## src/rtl/sdadc_pkg.sv

```systemverilog
// Constants, register map and types for the sigma-delta ADC mode control.
// Assumes a single 250 MHz clock domain and a classic Wishbone slave.
package sdadc_pkg;
    // ------------------------------------------------------------
    // Register offsets (byte addresses)
    // ------------------------------------------------------------
    localparam logic [7:0] SDADC_OFS_MODE = 8'h00;
    localparam logic [7:0] SDADC_OFS_CONFIG = 8'h04;
    localparam logic [7:0] SDADC_OFS_STATUS = 8'h08;
    localparam logic [7:0] SDADC_OFS_FILTER = 8'h0C;
    localparam logic [7:0] SDADC_OFS_CUR_CTRL = 8'h10;
    localparam logic [7:0] SDADC_OFS_VOLT_CTRL = 8'h14;
    localparam logic [7:0] SDADC_OFS_CUR_RES = 8'h18;
    localparam logic [7:0] SDADC_OFS_VOLT_RES = 8'h1C;
    localparam logic [7:0] SDADC_OFS_MASK = 8'h20;
    localparam logic [7:0] SDADC_OFS_THRESH = 8'h24;
    localparam logic [7:0] SDADC_OFS_COUNT = 8'h28;
    // ------------------------------------------------------------
    // Field positions
    // ------------------------------------------------------------
    localparam int SDADC_MODE_LP_BIT = 3;
    localparam int SDADC_CFG_GNDSW_BIT = 7;
    localparam int SDADC_CTRL_EN_BIT = 19;
    localparam int SDADC_STA_CUR_RDY = 0;
    localparam int SDADC_STA_VOLT_RDY = 1;
    localparam int SDADC_STA_THR = 2;
    localparam int SDADC_STA_CNT = 3;
    localparam int SDADC_STA_VOLT_ERR = 12;
    localparam int SDADC_STA_CUR_ERR = 13;
    // ------------------------------------------------------------
    // Reset values
    // ------------------------------------------------------------
    localparam logic [3:0] SDADC_MODE_RST = 4'h3;
    localparam logic [15:0] SDADC_FILTER_RST = 16'h0007;
    // ------------------------------------------------------------
    // Timing
    // ------------------------------------------------------------
    localparam int SDADC_CLK_KHZ = 250_000;
    localparam int SDADC_MOD_NORMAL_KHZ = 512;
    localparam int SDADC_MOD_LOWPWR_KHZ = 128;
    localparam int SDADC_DIV_NORMAL = SDADC_CLK_KHZ / SDADC_MOD_NORMAL_KHZ;
    localparam int SDADC_DIV_LOWPWR = SDADC_CLK_KHZ / SDADC_MOD_LOWPWR_KHZ;
    localparam int SDADC_SETTLE_CONV = 3;
    localparam int SDADC_VIN_SEL_COUNT = 5;

    typedef enum logic [2:0] {
        SDADC_MODE_PDOWN = 3'b000,
        SDADC_MODE_CONT = 3'b001,
        SDADC_MODE_SINGLE = 3'b010,
        SDADC_MODE_IDLE = 3'b011,
        SDADC_MODE_ZS_CAL = 3'b101,
        SDADC_MODE_FS_CAL = 3'b110
    } sdadc_mode_t;
endpackage

```

## src/rtl/sdadc_ctrl.sv

```systemverilog
// Sigma-delta ADC mode control: modes, modulator clocking, status, results.
// Assumes modulator results arrive as same-clock strobes from the converter.
`timescale 1ns/1ps
`default_nettype none

module sdadc_ctrl
    import sdadc_pkg::*;
#(
    parameter int RES_W = 20
) (
    input wire logic clk,
    input wire logic rst_n,
    input wire logic wb_cyc_i,
    input wire logic wb_stb_i,
    input wire logic wb_we_i,
    input wire logic [7:0] wb_adr_i,
    input wire logic [3:0] wb_sel_i,
    input wire logic [31:0] wb_dat_i,
    output logic [31:0] wb_dat_o,
    output logic wb_ack_o,
    input wire logic cur_done,
    input wire logic [RES_W-1:0] cur_result,
    input wire logic cur_range_err,
    input wire logic volt_done,
    input wire logic [RES_W-1:0] volt_result,
    input wire logic volt_range_err,
    output logic mod_clk_en,
    output logic adc_hold_reset,
    output logic adc_power_on,
    output logic cur_enable,
    output logic volt_enable,
    output logic [2:0] volt_input_sel,
    output logic switched_ground_pin,
    output logic low_power_mode,
    output logic cal_zero,
    output logic cal_full,
    output logic wake_irq
);
    // Result path and register lanes are laid out for 20-bit results only
    if (RES_W != 20) begin : g_bad_res_w
        $error("RES_W must be 20");
    end

    // ------------------------------------------------------------
    // Register state
    // ------------------------------------------------------------
    logic [3:0] mode_q, mode_d;
    logic [7:0] cfg_q, cfg_d;
    logic [15:0] filt_q, filt_d;
    logic [31:0] cctl_q, cctl_d, vctl_q, vctl_d;
    logic [RES_W-1:0] cres_q, cres_d, vres_q, vres_d;
    logic [15:0] sta_q, sta_d;
    logic [3:0] mask_q, mask_d;
    logic [RES_W-1:0] thr_q, thr_d;
    logic [15:0] cnt_lim_q, cnt_lim_d, cnt_q, cnt_d;
    logic [1:0] vsettle_q, vsettle_d;
    logic ack_q, ack_d;
    logic [31:0] rdat_q, rdat_d;
    logic [15:0] div_q, div_d;
    logic mclk_q, mclk_d;

    wire logic req = wb_cyc_i && wb_stb_i && !ack_q;
    wire logic wr = req && wb_we_i;
    wire logic rd = req && !wb_we_i;
    wire logic [2:0] mode_f = mode_q[2:0];
    // Continuous mode stays converting until software writes another mode
    wire logic converting = (mode_f == SDADC_MODE_CONT) || (mode_f == SDADC_MODE_SINGLE)
        || (mode_f == SDADC_MODE_ZS_CAL) || (mode_f == SDADC_MODE_FS_CAL);
    wire logic is_cal = (mode_f == SDADC_MODE_ZS_CAL) || (mode_f == SDADC_MODE_FS_CAL);
    wire logic cur_ev = cur_done && converting && cctl_q[SDADC_CTRL_EN_BIT];
    wire logic volt_ev = volt_done && converting && vctl_q[SDADC_CTRL_EN_BIT];
    wire logic volt_valid = volt_ev && (vsettle_q == 2'(SDADC_SETTLE_CONV - 1));

    function automatic logic [31:0] merge(input logic [31:0] old, input logic [31:0] nw,
                                          input logic [3:0] sel);
        logic [31:0] r;
        r = old;
        for (int i = 0; i < 4; i++) begin
            if (sel[i]) r[i*8 +: 8] = nw[i*8 +: 8];
        end
        return r;
    endfunction

    // ------------------------------------------------------------
    // Next-state logic
    // ------------------------------------------------------------
    always_comb begin
        logic [31:0] m;
        m = 32'h0000_0000;
        mode_d = mode_q;
        cfg_d = cfg_q;
        filt_d = filt_q;
        cctl_d = cctl_q;
        vctl_d = vctl_q;
        cres_d = cres_q;
        vres_d = vres_q;
        sta_d = sta_q;
        mask_d = mask_q;
        thr_d = thr_q;
        cnt_lim_d = cnt_lim_q;
        cnt_d = cnt_q;
        vsettle_d = vsettle_q;
        ack_d = req;
        rdat_d = rdat_q;
        // Register writes first so hardware events below win over clears
        if (wr) begin
            unique case (wb_adr_i)
                SDADC_OFS_MODE: begin
                    m = merge({28'h0, mode_q}, wb_dat_i, wb_sel_i);
                    mode_d = m[3:0];
                    cnt_d = 16'h0000;
                end
                SDADC_OFS_CONFIG: begin
                    m = merge({24'h0, cfg_q}, wb_dat_i, wb_sel_i);
                    cfg_d = m[7:0];
                end
                SDADC_OFS_FILTER: begin
                    m = merge({16'h0, filt_q}, wb_dat_i, wb_sel_i);
                    filt_d = m[15:0];
                end
                SDADC_OFS_CUR_CTRL: cctl_d = merge(cctl_q, wb_dat_i, wb_sel_i);
                SDADC_OFS_VOLT_CTRL: begin
                    vctl_d = merge(vctl_q, wb_dat_i, wb_sel_i);
                    vsettle_d = 2'b00;
                end
                SDADC_OFS_STATUS: begin
                    // Write one to clear
                    m = merge(32'h0000_0000, wb_dat_i, wb_sel_i);
                    sta_d = sta_q & ~m[15:0];
                end
                SDADC_OFS_MASK: begin
                    m = merge({28'h0, mask_q}, wb_dat_i, wb_sel_i);
                    mask_d = m[3:0];
                end
                SDADC_OFS_THRESH: begin
                    m = merge({12'h0, thr_q}, wb_dat_i, wb_sel_i);
                    thr_d = m[RES_W-1:0];
                end
                SDADC_OFS_COUNT: begin
                    m = merge({16'h0, cnt_lim_q}, wb_dat_i, wb_sel_i);
                    cnt_lim_d = m[15:0];
                end
                default: ;
            endcase
        end
        if (rd) begin
            unique case (wb_adr_i)
                SDADC_OFS_MODE: rdat_d = {28'h0, mode_q};
                SDADC_OFS_CONFIG: rdat_d = {24'h0, cfg_q};
                SDADC_OFS_STATUS: rdat_d = {16'h0, sta_q};
                SDADC_OFS_FILTER: rdat_d = {16'h0, filt_q};
                SDADC_OFS_CUR_CTRL: rdat_d = cctl_q;
                SDADC_OFS_VOLT_CTRL: rdat_d = vctl_q;
                SDADC_OFS_CUR_RES: begin
                    rdat_d = {12'h0, cres_q};
                    sta_d[SDADC_STA_CUR_RDY] = 1'b0;
                end
                SDADC_OFS_VOLT_RES: begin
                    rdat_d = {12'h0, vres_q};
                    sta_d[SDADC_STA_VOLT_RDY] = 1'b0;
                end
                SDADC_OFS_MASK: rdat_d = {28'h0, mask_q};
                SDADC_OFS_THRESH: rdat_d = {12'h0, thr_q};
                SDADC_OFS_COUNT: rdat_d = {16'h0, cnt_lim_q};
                default: rdat_d = 32'h0000_0000;
            endcase
        end
        // Current channel completion
        if (cur_ev) begin
            cres_d = cur_result;
            sta_d[SDADC_STA_CUR_RDY] = 1'b1;
            if (cur_range_err) sta_d[SDADC_STA_CUR_ERR] = 1'b1;
            if ($signed(cur_result) > $signed(thr_q)) sta_d[SDADC_STA_THR] = 1'b1;
            cnt_d = cnt_q + 16'h0001;
            if (cnt_lim_q != 16'h0000 && cnt_q + 16'h0001 >= cnt_lim_q) begin
                sta_d[SDADC_STA_CNT] = 1'b1;
                cnt_d = 16'h0000;
            end
        end
        // Voltage channel: results before settling are dropped
        if (volt_ev) begin
            if (!volt_valid) vsettle_d = vsettle_q + 2'b01;
            else begin
                vres_d = volt_result;
                sta_d[SDADC_STA_VOLT_RDY] = 1'b1;
                if (volt_range_err) sta_d[SDADC_STA_VOLT_ERR] = 1'b1;
            end
        end
        // Single conversion and calibration fall back to idle
        if ((mode_f == SDADC_MODE_SINGLE || is_cal) && (cur_ev || volt_valid)) begin
            mode_d = {mode_q[SDADC_MODE_LP_BIT], SDADC_MODE_IDLE};
        end
        if (!converting) vsettle_d = 2'b00;
    end

    // ------------------------------------------------------------
    // Modulator clock divider
    // ------------------------------------------------------------
    always_comb begin
        logic [15:0] lim;
        lim = mode_q[SDADC_MODE_LP_BIT] ? 16'(SDADC_DIV_LOWPWR / 2 - 1)
                                        : 16'(SDADC_DIV_NORMAL / 2 - 1);
        div_d = div_q + 16'h0001;
        mclk_d = mclk_q;
        if (!converting) begin
            div_d = 16'h0000;
            mclk_d = 1'b0;
        end else if (div_q >= lim) begin
            div_d = 16'h0000;
            mclk_d = !mclk_q;
        end
    end

    always_ff @(posedge clk or negedge rst_n) begin
        if (!rst_n) begin
            mode_q <= SDADC_MODE_RST;
            cfg_q <= 8'h00;
            filt_q <= SDADC_FILTER_RST;
            cctl_q <= 32'h0000_0000;
            vctl_q <= 32'h0000_0000;
            cres_q <= '0;
            vres_q <= '0;
            sta_q <= 16'h0000;
            mask_q <= 4'h0;
            thr_q <= '0;
            cnt_lim_q <= 16'h0000;
            cnt_q <= 16'h0000;
            vsettle_q <= 2'b00;
            ack_q <= 1'b0;
            rdat_q <= 32'h0000_0000;
            div_q <= 16'h0000;
            mclk_q <= 1'b0;
        end else begin
            mode_q <= mode_d;
            cfg_q <= cfg_d;
            filt_q <= filt_d;
            cctl_q <= cctl_d;
            vctl_q <= vctl_d;
            cres_q <= cres_d;
            vres_q <= vres_d;
            sta_q <= sta_d;
            mask_q <= mask_d;
            thr_q <= thr_d;
            cnt_lim_q <= cnt_lim_d;
            cnt_q <= cnt_d;
            vsettle_q <= vsettle_d;
            ack_q <= ack_d;
            rdat_q <= rdat_d;
            div_q <= div_d;
            mclk_q <= mclk_d;
        end
    end

    // ------------------------------------------------------------
    // Outputs
    // ------------------------------------------------------------
    assign wb_ack_o = ack_q;
    assign wb_dat_o = rdat_q;
    assign mod_clk_en = mclk_q;
    assign adc_hold_reset = !converting;
    assign adc_power_on = (mode_f != SDADC_MODE_PDOWN);
    assign cur_enable = cctl_q[SDADC_CTRL_EN_BIT] && adc_power_on;
    assign volt_enable = vctl_q[SDADC_CTRL_EN_BIT] && adc_power_on;
    // Codes above four select the diagnostic pair
    assign volt_input_sel = (vctl_q[2:0] >= 3'(SDADC_VIN_SEL_COUNT)) ? 3'h4 : vctl_q[2:0];
    assign switched_ground_pin = cfg_q[SDADC_CFG_GNDSW_BIT];
    assign low_power_mode = mode_q[SDADC_MODE_LP_BIT];
    assign cal_zero = (mode_f == SDADC_MODE_ZS_CAL);
    assign cal_full = (mode_f == SDADC_MODE_FS_CAL);
    assign wake_irq = |(sta_q[3:0] & mask_q);

    // ------------------------------------------------------------
    // Checks
    // ------------------------------------------------------------
    a_single_to_idle: assert property (@(posedge clk) disable iff (!rst_n)
        (mode_f == SDADC_MODE_SINGLE && cur_ev && !wr) |=> mode_f == SDADC_MODE_IDLE)
        else $error("single conversion did not return to idle");
    a_cur_ready_set: assert property (@(posedge clk) disable iff (!rst_n)
        cur_ev |=> sta_q[SDADC_STA_CUR_RDY] && cres_q == $past(cur_result))
        else $error("current ready or result missing");
    a_cur_err_set: assert property (@(posedge clk) disable iff (!rst_n)
        (cur_ev && cur_range_err) |=> sta_q[SDADC_STA_CUR_ERR])
        else $error("current range error not flagged");
    a_ground_switch: assert property (@(posedge clk) disable iff (!rst_n)
        switched_ground_pin == cfg_q[7])
        else $error("ground switch mismatch");
    a_lp_select: assert property (@(posedge clk) disable iff (!rst_n)
        low_power_mode == mode_q[3])
        else $error("low power select mismatch");
    a_idle_reset: assert property (@(posedge clk) disable iff (!rst_n)
        (mode_f == SDADC_MODE_IDLE) |-> adc_hold_reset && adc_power_on)
        else $error("idle mode not held in reset");
    a_volt_unsettled: assert property (@(posedge clk) disable iff (!rst_n)
        (volt_ev && vsettle_q == 2'b00) |=> !$rose(sta_q[SDADC_STA_VOLT_RDY]))
        else $error("unsettled voltage result flagged");
    a_ready_holds: assert property (@(posedge clk) disable iff (!rst_n)
        (sta_q[SDADC_STA_CUR_RDY] && !req) |=> sta_q[SDADC_STA_CUR_RDY])
        else $error("ready flag dropped without read");
    a_mux_range: assert property (@(posedge clk) disable iff (!rst_n)
        volt_input_sel < 3'(SDADC_VIN_SEL_COUNT))
        else $error("voltage mux code out of range");
    a_thr_wake: assert property (@(posedge clk) disable iff (!rst_n)
        (cur_ev && mask_q[SDADC_STA_THR] && $signed(cur_result) > $signed(thr_q)) |=> wake_irq)
        else $error("threshold wake missing");
endmodule

`default_nettype wire

```

## config.mk

```make
export PLATFORM = sky130hd
export DESIGN_NAME = sdadc_ctrl
export DESIGN_NICKNAME = d
export VERILOG_FILES = /design/src/rtl/sdadc_pkg.sv /design/src/rtl/sdadc_ctrl.sv
export SDC_FILE = /design/constraint.sdc
export NUM_CORES = 1
export LEC_CHECK = 0
export BUFFER_PORTS_ARGS = -buffer_cell sky130_fd_sc_hd__buf_2
export CAP_MARGIN = 5
export CORE_MARGIN = 1
export CORE_UTILIZATION = 30
export CTS_CLUSTER_SIZE = 30
export DETAILED_ROUTE_END_ITERATION = 12
export PLACE_DENSITY = 0.47
export SYNTH_ARGS = -nofsm -noshare
export SYNTH_HDL_FRONTEND = slang
export SYNTH_SLANG_ARGS = --single-unit
```

## constraint.sdc

```tcl
create_clock -name clk -period 7.6 [get_ports clk]
set_input_delay 1.52 -clock clk [delete_from_list [all_inputs] [get_ports clk]]
set_output_delay 1.52 -clock clk [all_outputs]
set_load 0.02 [all_outputs]
```

==> impl_metrics.json <==
{
  "period_share": 0.5701,
  "yosys.area.top_type": "dfrtp_1",
  "synth_common_cells": "dfrtp_1 (251), nand2_1 (185), mux2_2 (109)",
  "finalMaxSlewViolations": 0,
  "gp_congestion": 0.8233,
  "worstSetupStartpointType": "flop",
  "drc": 0,
  "drt_wl_total_mm": 40.71,
  "grt_max_degree": 110,
  "required_ns": 8.10,
  "regArea_um2": 6412,
  "cts_tree": "done",
  "cap_violations": 0,
  "tightest_slew_ns": 1.132,
  "fp.dieW_um": 207.2,
  "peakVddDrop_uv": 162.3,
  "synth.distinct_cells": 72,
  "layout.nets": 1447,
  "worst_hold_path_type": "reg2reg",
  "synth-seq-cells": 256,
  "drt-wirelength-per-cell_um": 21.86,
  "clock_latency_ns": 0.58,
  "drt-initial-drc-count": 721,
  "nFillCells": 4060,
  "final_layout_size_suffix_gt1_frac": 0.2626,
  "rsz0062_at_grt": "false",
  "syn_inst": 1172,
  "grt_pass1_wl_mm": 61.87,
  "fin_crit_ns": 4.333,
  "dp_hpwl_mm": 28.37,
  "cts_resized": 0,
  "synth_area_leaders": "dfrtp_1 (50%), mux2_2 (9.7%), nand2_1 (5.5%), ha_1 (4.8%), a22oi_1 (3.3%)",
  "grt_overflow": 0,
  "clockRootBuffer": "clkbuf_16",
  "multi_input_area_um2": 5841,
  "path_class": "reg2reg",
  "cts_setup_buffers": 0,
  "placementRows": 74,
  "area_delta_synth_final_pct": 18.25,
  "p_per_area_nw_per_um2": 198.4,
  "drt-pass1-iter-count": 5,
  "endpoint_kind": "flop",
  "dp_slack_ns": 3.286,
  "skew_ns": 0.01684,
  "io_buffer_count": 138,
  "cts_max_path_buffers": 3,
  "status": "finished, final reports clean",
  "fp.dieArea_um2": 42930,
  "p_leak_uw": 0.007287,
  "tns_ns": 0,
  "setup_slack_ns": 3.267,
  "coreArea_um2": 41200,
  "hold_slack_ns": 0.4596,
  "synth_top_area_frac": 0.4973,
  "cts.clk_slew.worst_paths_ns": 0.06,
  "grtUsageTotal": 0.1888,
  "start_util": 0.3066,
  "max_freq_ghz": 0.2308,
  "antenna_found_initial": 2,
  "yosys_warnings": 0,
  "synth_most_common_cell": "dfrtp_1",
  "grt_pass1_vias": 9735,
  "cts.sinks": 256,
  "dr_total_vias": 9761,
  "synth.avg_cell_area_um2": 10.78,
  "power_uw": 2964,
  "crit_arrival_ns": 4.84,
  "cts_hold_buf": 0,
  "synth_edf_count": 0,
  "worst-path-max-fanout": 13,
  "yosysSeqAreaShare": 0.5077,
  "numCtsBuffers": 30,
  "ys.flop_type": "dfrtp_1",
  "htree_levels": 1,
  "async_flop_share": 1.000,
  "synth_area_um2": 12630,
  "viasPerCell": 5.242,
  "dieHeight_um": 207.2,
  "hold_viol_final": 0,
  "ant_nets": 0,
  "setup_violations": 0,
  "io_pins": 139,
  "maxSlewHeadroom": 0.2434
}
report_power, final:
part | internal, uW | switching [uW] | leakage (uW)
Sequential | 1370 | 4.62 | 0.00354
Clock | 869 | 586 | 0.000497
Combinational | 38.9 | 94.9 | 0.00325
Total | 2280 | 686 | 0.00729
critical path, stage by stage, from the launching register on:
cell	delay (ns)
dfrtp_1	0.40
and3_1	0.30
and3_1	0.27
nand3_1	0.18
xnor2_1	0.24
ha_1	0.30
a211oi_1	0.26
o21ai_0	0.16
a221oi_1	0.33
buf_4	0.25
o21ai_0	0.29
o21bai_1	0.98
mux2_2	0.30
path summary, 6_finish.rpt:
kind	slack (ns)	to	cells after the start	from
min reg2reg	0.46	wb_ack_o$_DFF_PN0_	1	wb_ack_o$_DFF_PN0_
max in group asynchronous	5.07	wb_dat_o[22]$_DFFE_PN0P_	2	rst_n
max	3.27	cnt_q[0]$_DFFE_PN0P_	12	cnt_q[2]$_DFFE_PN0P_
min	0.46	wb_ack_o$_DFF_PN0_	1	wb_ack_o$_DFF_PN0_
min in group asynchronous	0.99	cnt_q[15]$_DFFE_PN0P_	1	rst_n
max reg2reg	3.27	cnt_q[0]$_DFFE_PN0P_	12	cnt_q[2]$_DFFE_PN0P_
flip-flops by register name, summed over array words and instances, names as in the netlist:
name        count
cctl_q         32
cfg_q           8
cnt_lim_q      16
cnt_q          16
cres_q         20
div_q          16
filt_q         16
mask_q          4
mod_clk_en      1
mode_q          4
sta_q          16
thr_q          20
vctl_q         32
vres_q         20
vsettle_q       2
wb_ack_o        1
wb_dat_o       32
cell usage in the layout (no fill, tap or decap), types with 5 or more instances in the layout:
cell,count
xor2_1,8
o21ai_0,43
a222oi_1,10
clkinv_2,7
clkbuf_8,8
buf_2,137
and2_1,11
a21o_1,13
ha_1,48
dfrtp_1,251
inv_1,43
mux2_2,109
nor3_1,6
a31oi_1,9
o21a_1,6
buf_4,20
a22oi_1,56
nand4_1,11
nor2_1,45
nand2_1,185
mux2_1,22
nand2_2,7
dfstp_2,5
a22o_1,25
o22ai_1,9
nor4_1,7
and3_1,13
conb_1,5
a221oi_1,7
a21oi_1,34
a21boi_0,10
clkbuf_16,30
xnor2_1,15
nand3_1,32
clkbuf_1,6
a211oi_1,8
through the flow:
stage	util	instances	area, um2
floorplan	-	1176	12650
global placement	0.3381	1806	13930
detailed placement	0.3381	1806	13930
CTS	0.3624	1861	14930
global route	0.3624	1861	14930
finish	0.3625	1862	14940
kinds of logic after synthesis:
logic type,synth area share
mux,0.1192
simple gates,0.1351
other cells,0.0002969
buf+inv,0.03437
compound gates,0.1399
flops,0.5077
xor+xnor,0.01595
fa+ha+maj,0.04755
layer usage:
layer	part of all wire	up-vias	routed length (um)	global-route usage
met3	0.057	56	2335	0.03335
met5	0.00054	-	22	0
met2	0.46	278	18910	0.3045
li1	-	4509	-	-
met4	0.023	4	941	0.04864
met1	0.45	4914	18500	0.2610
cell type report:
class	count	area share
clock buffer	44	0.05914
multi-input combinational	817	0.3911
tap	532	0.04457
sequential	256	0.4293
clock inverter	11	0.007958
timing repair buffer	158	0.05697
inverter	43	0.01081
antenna	1	0.0001675
Power figures use the tool's default switching activity.
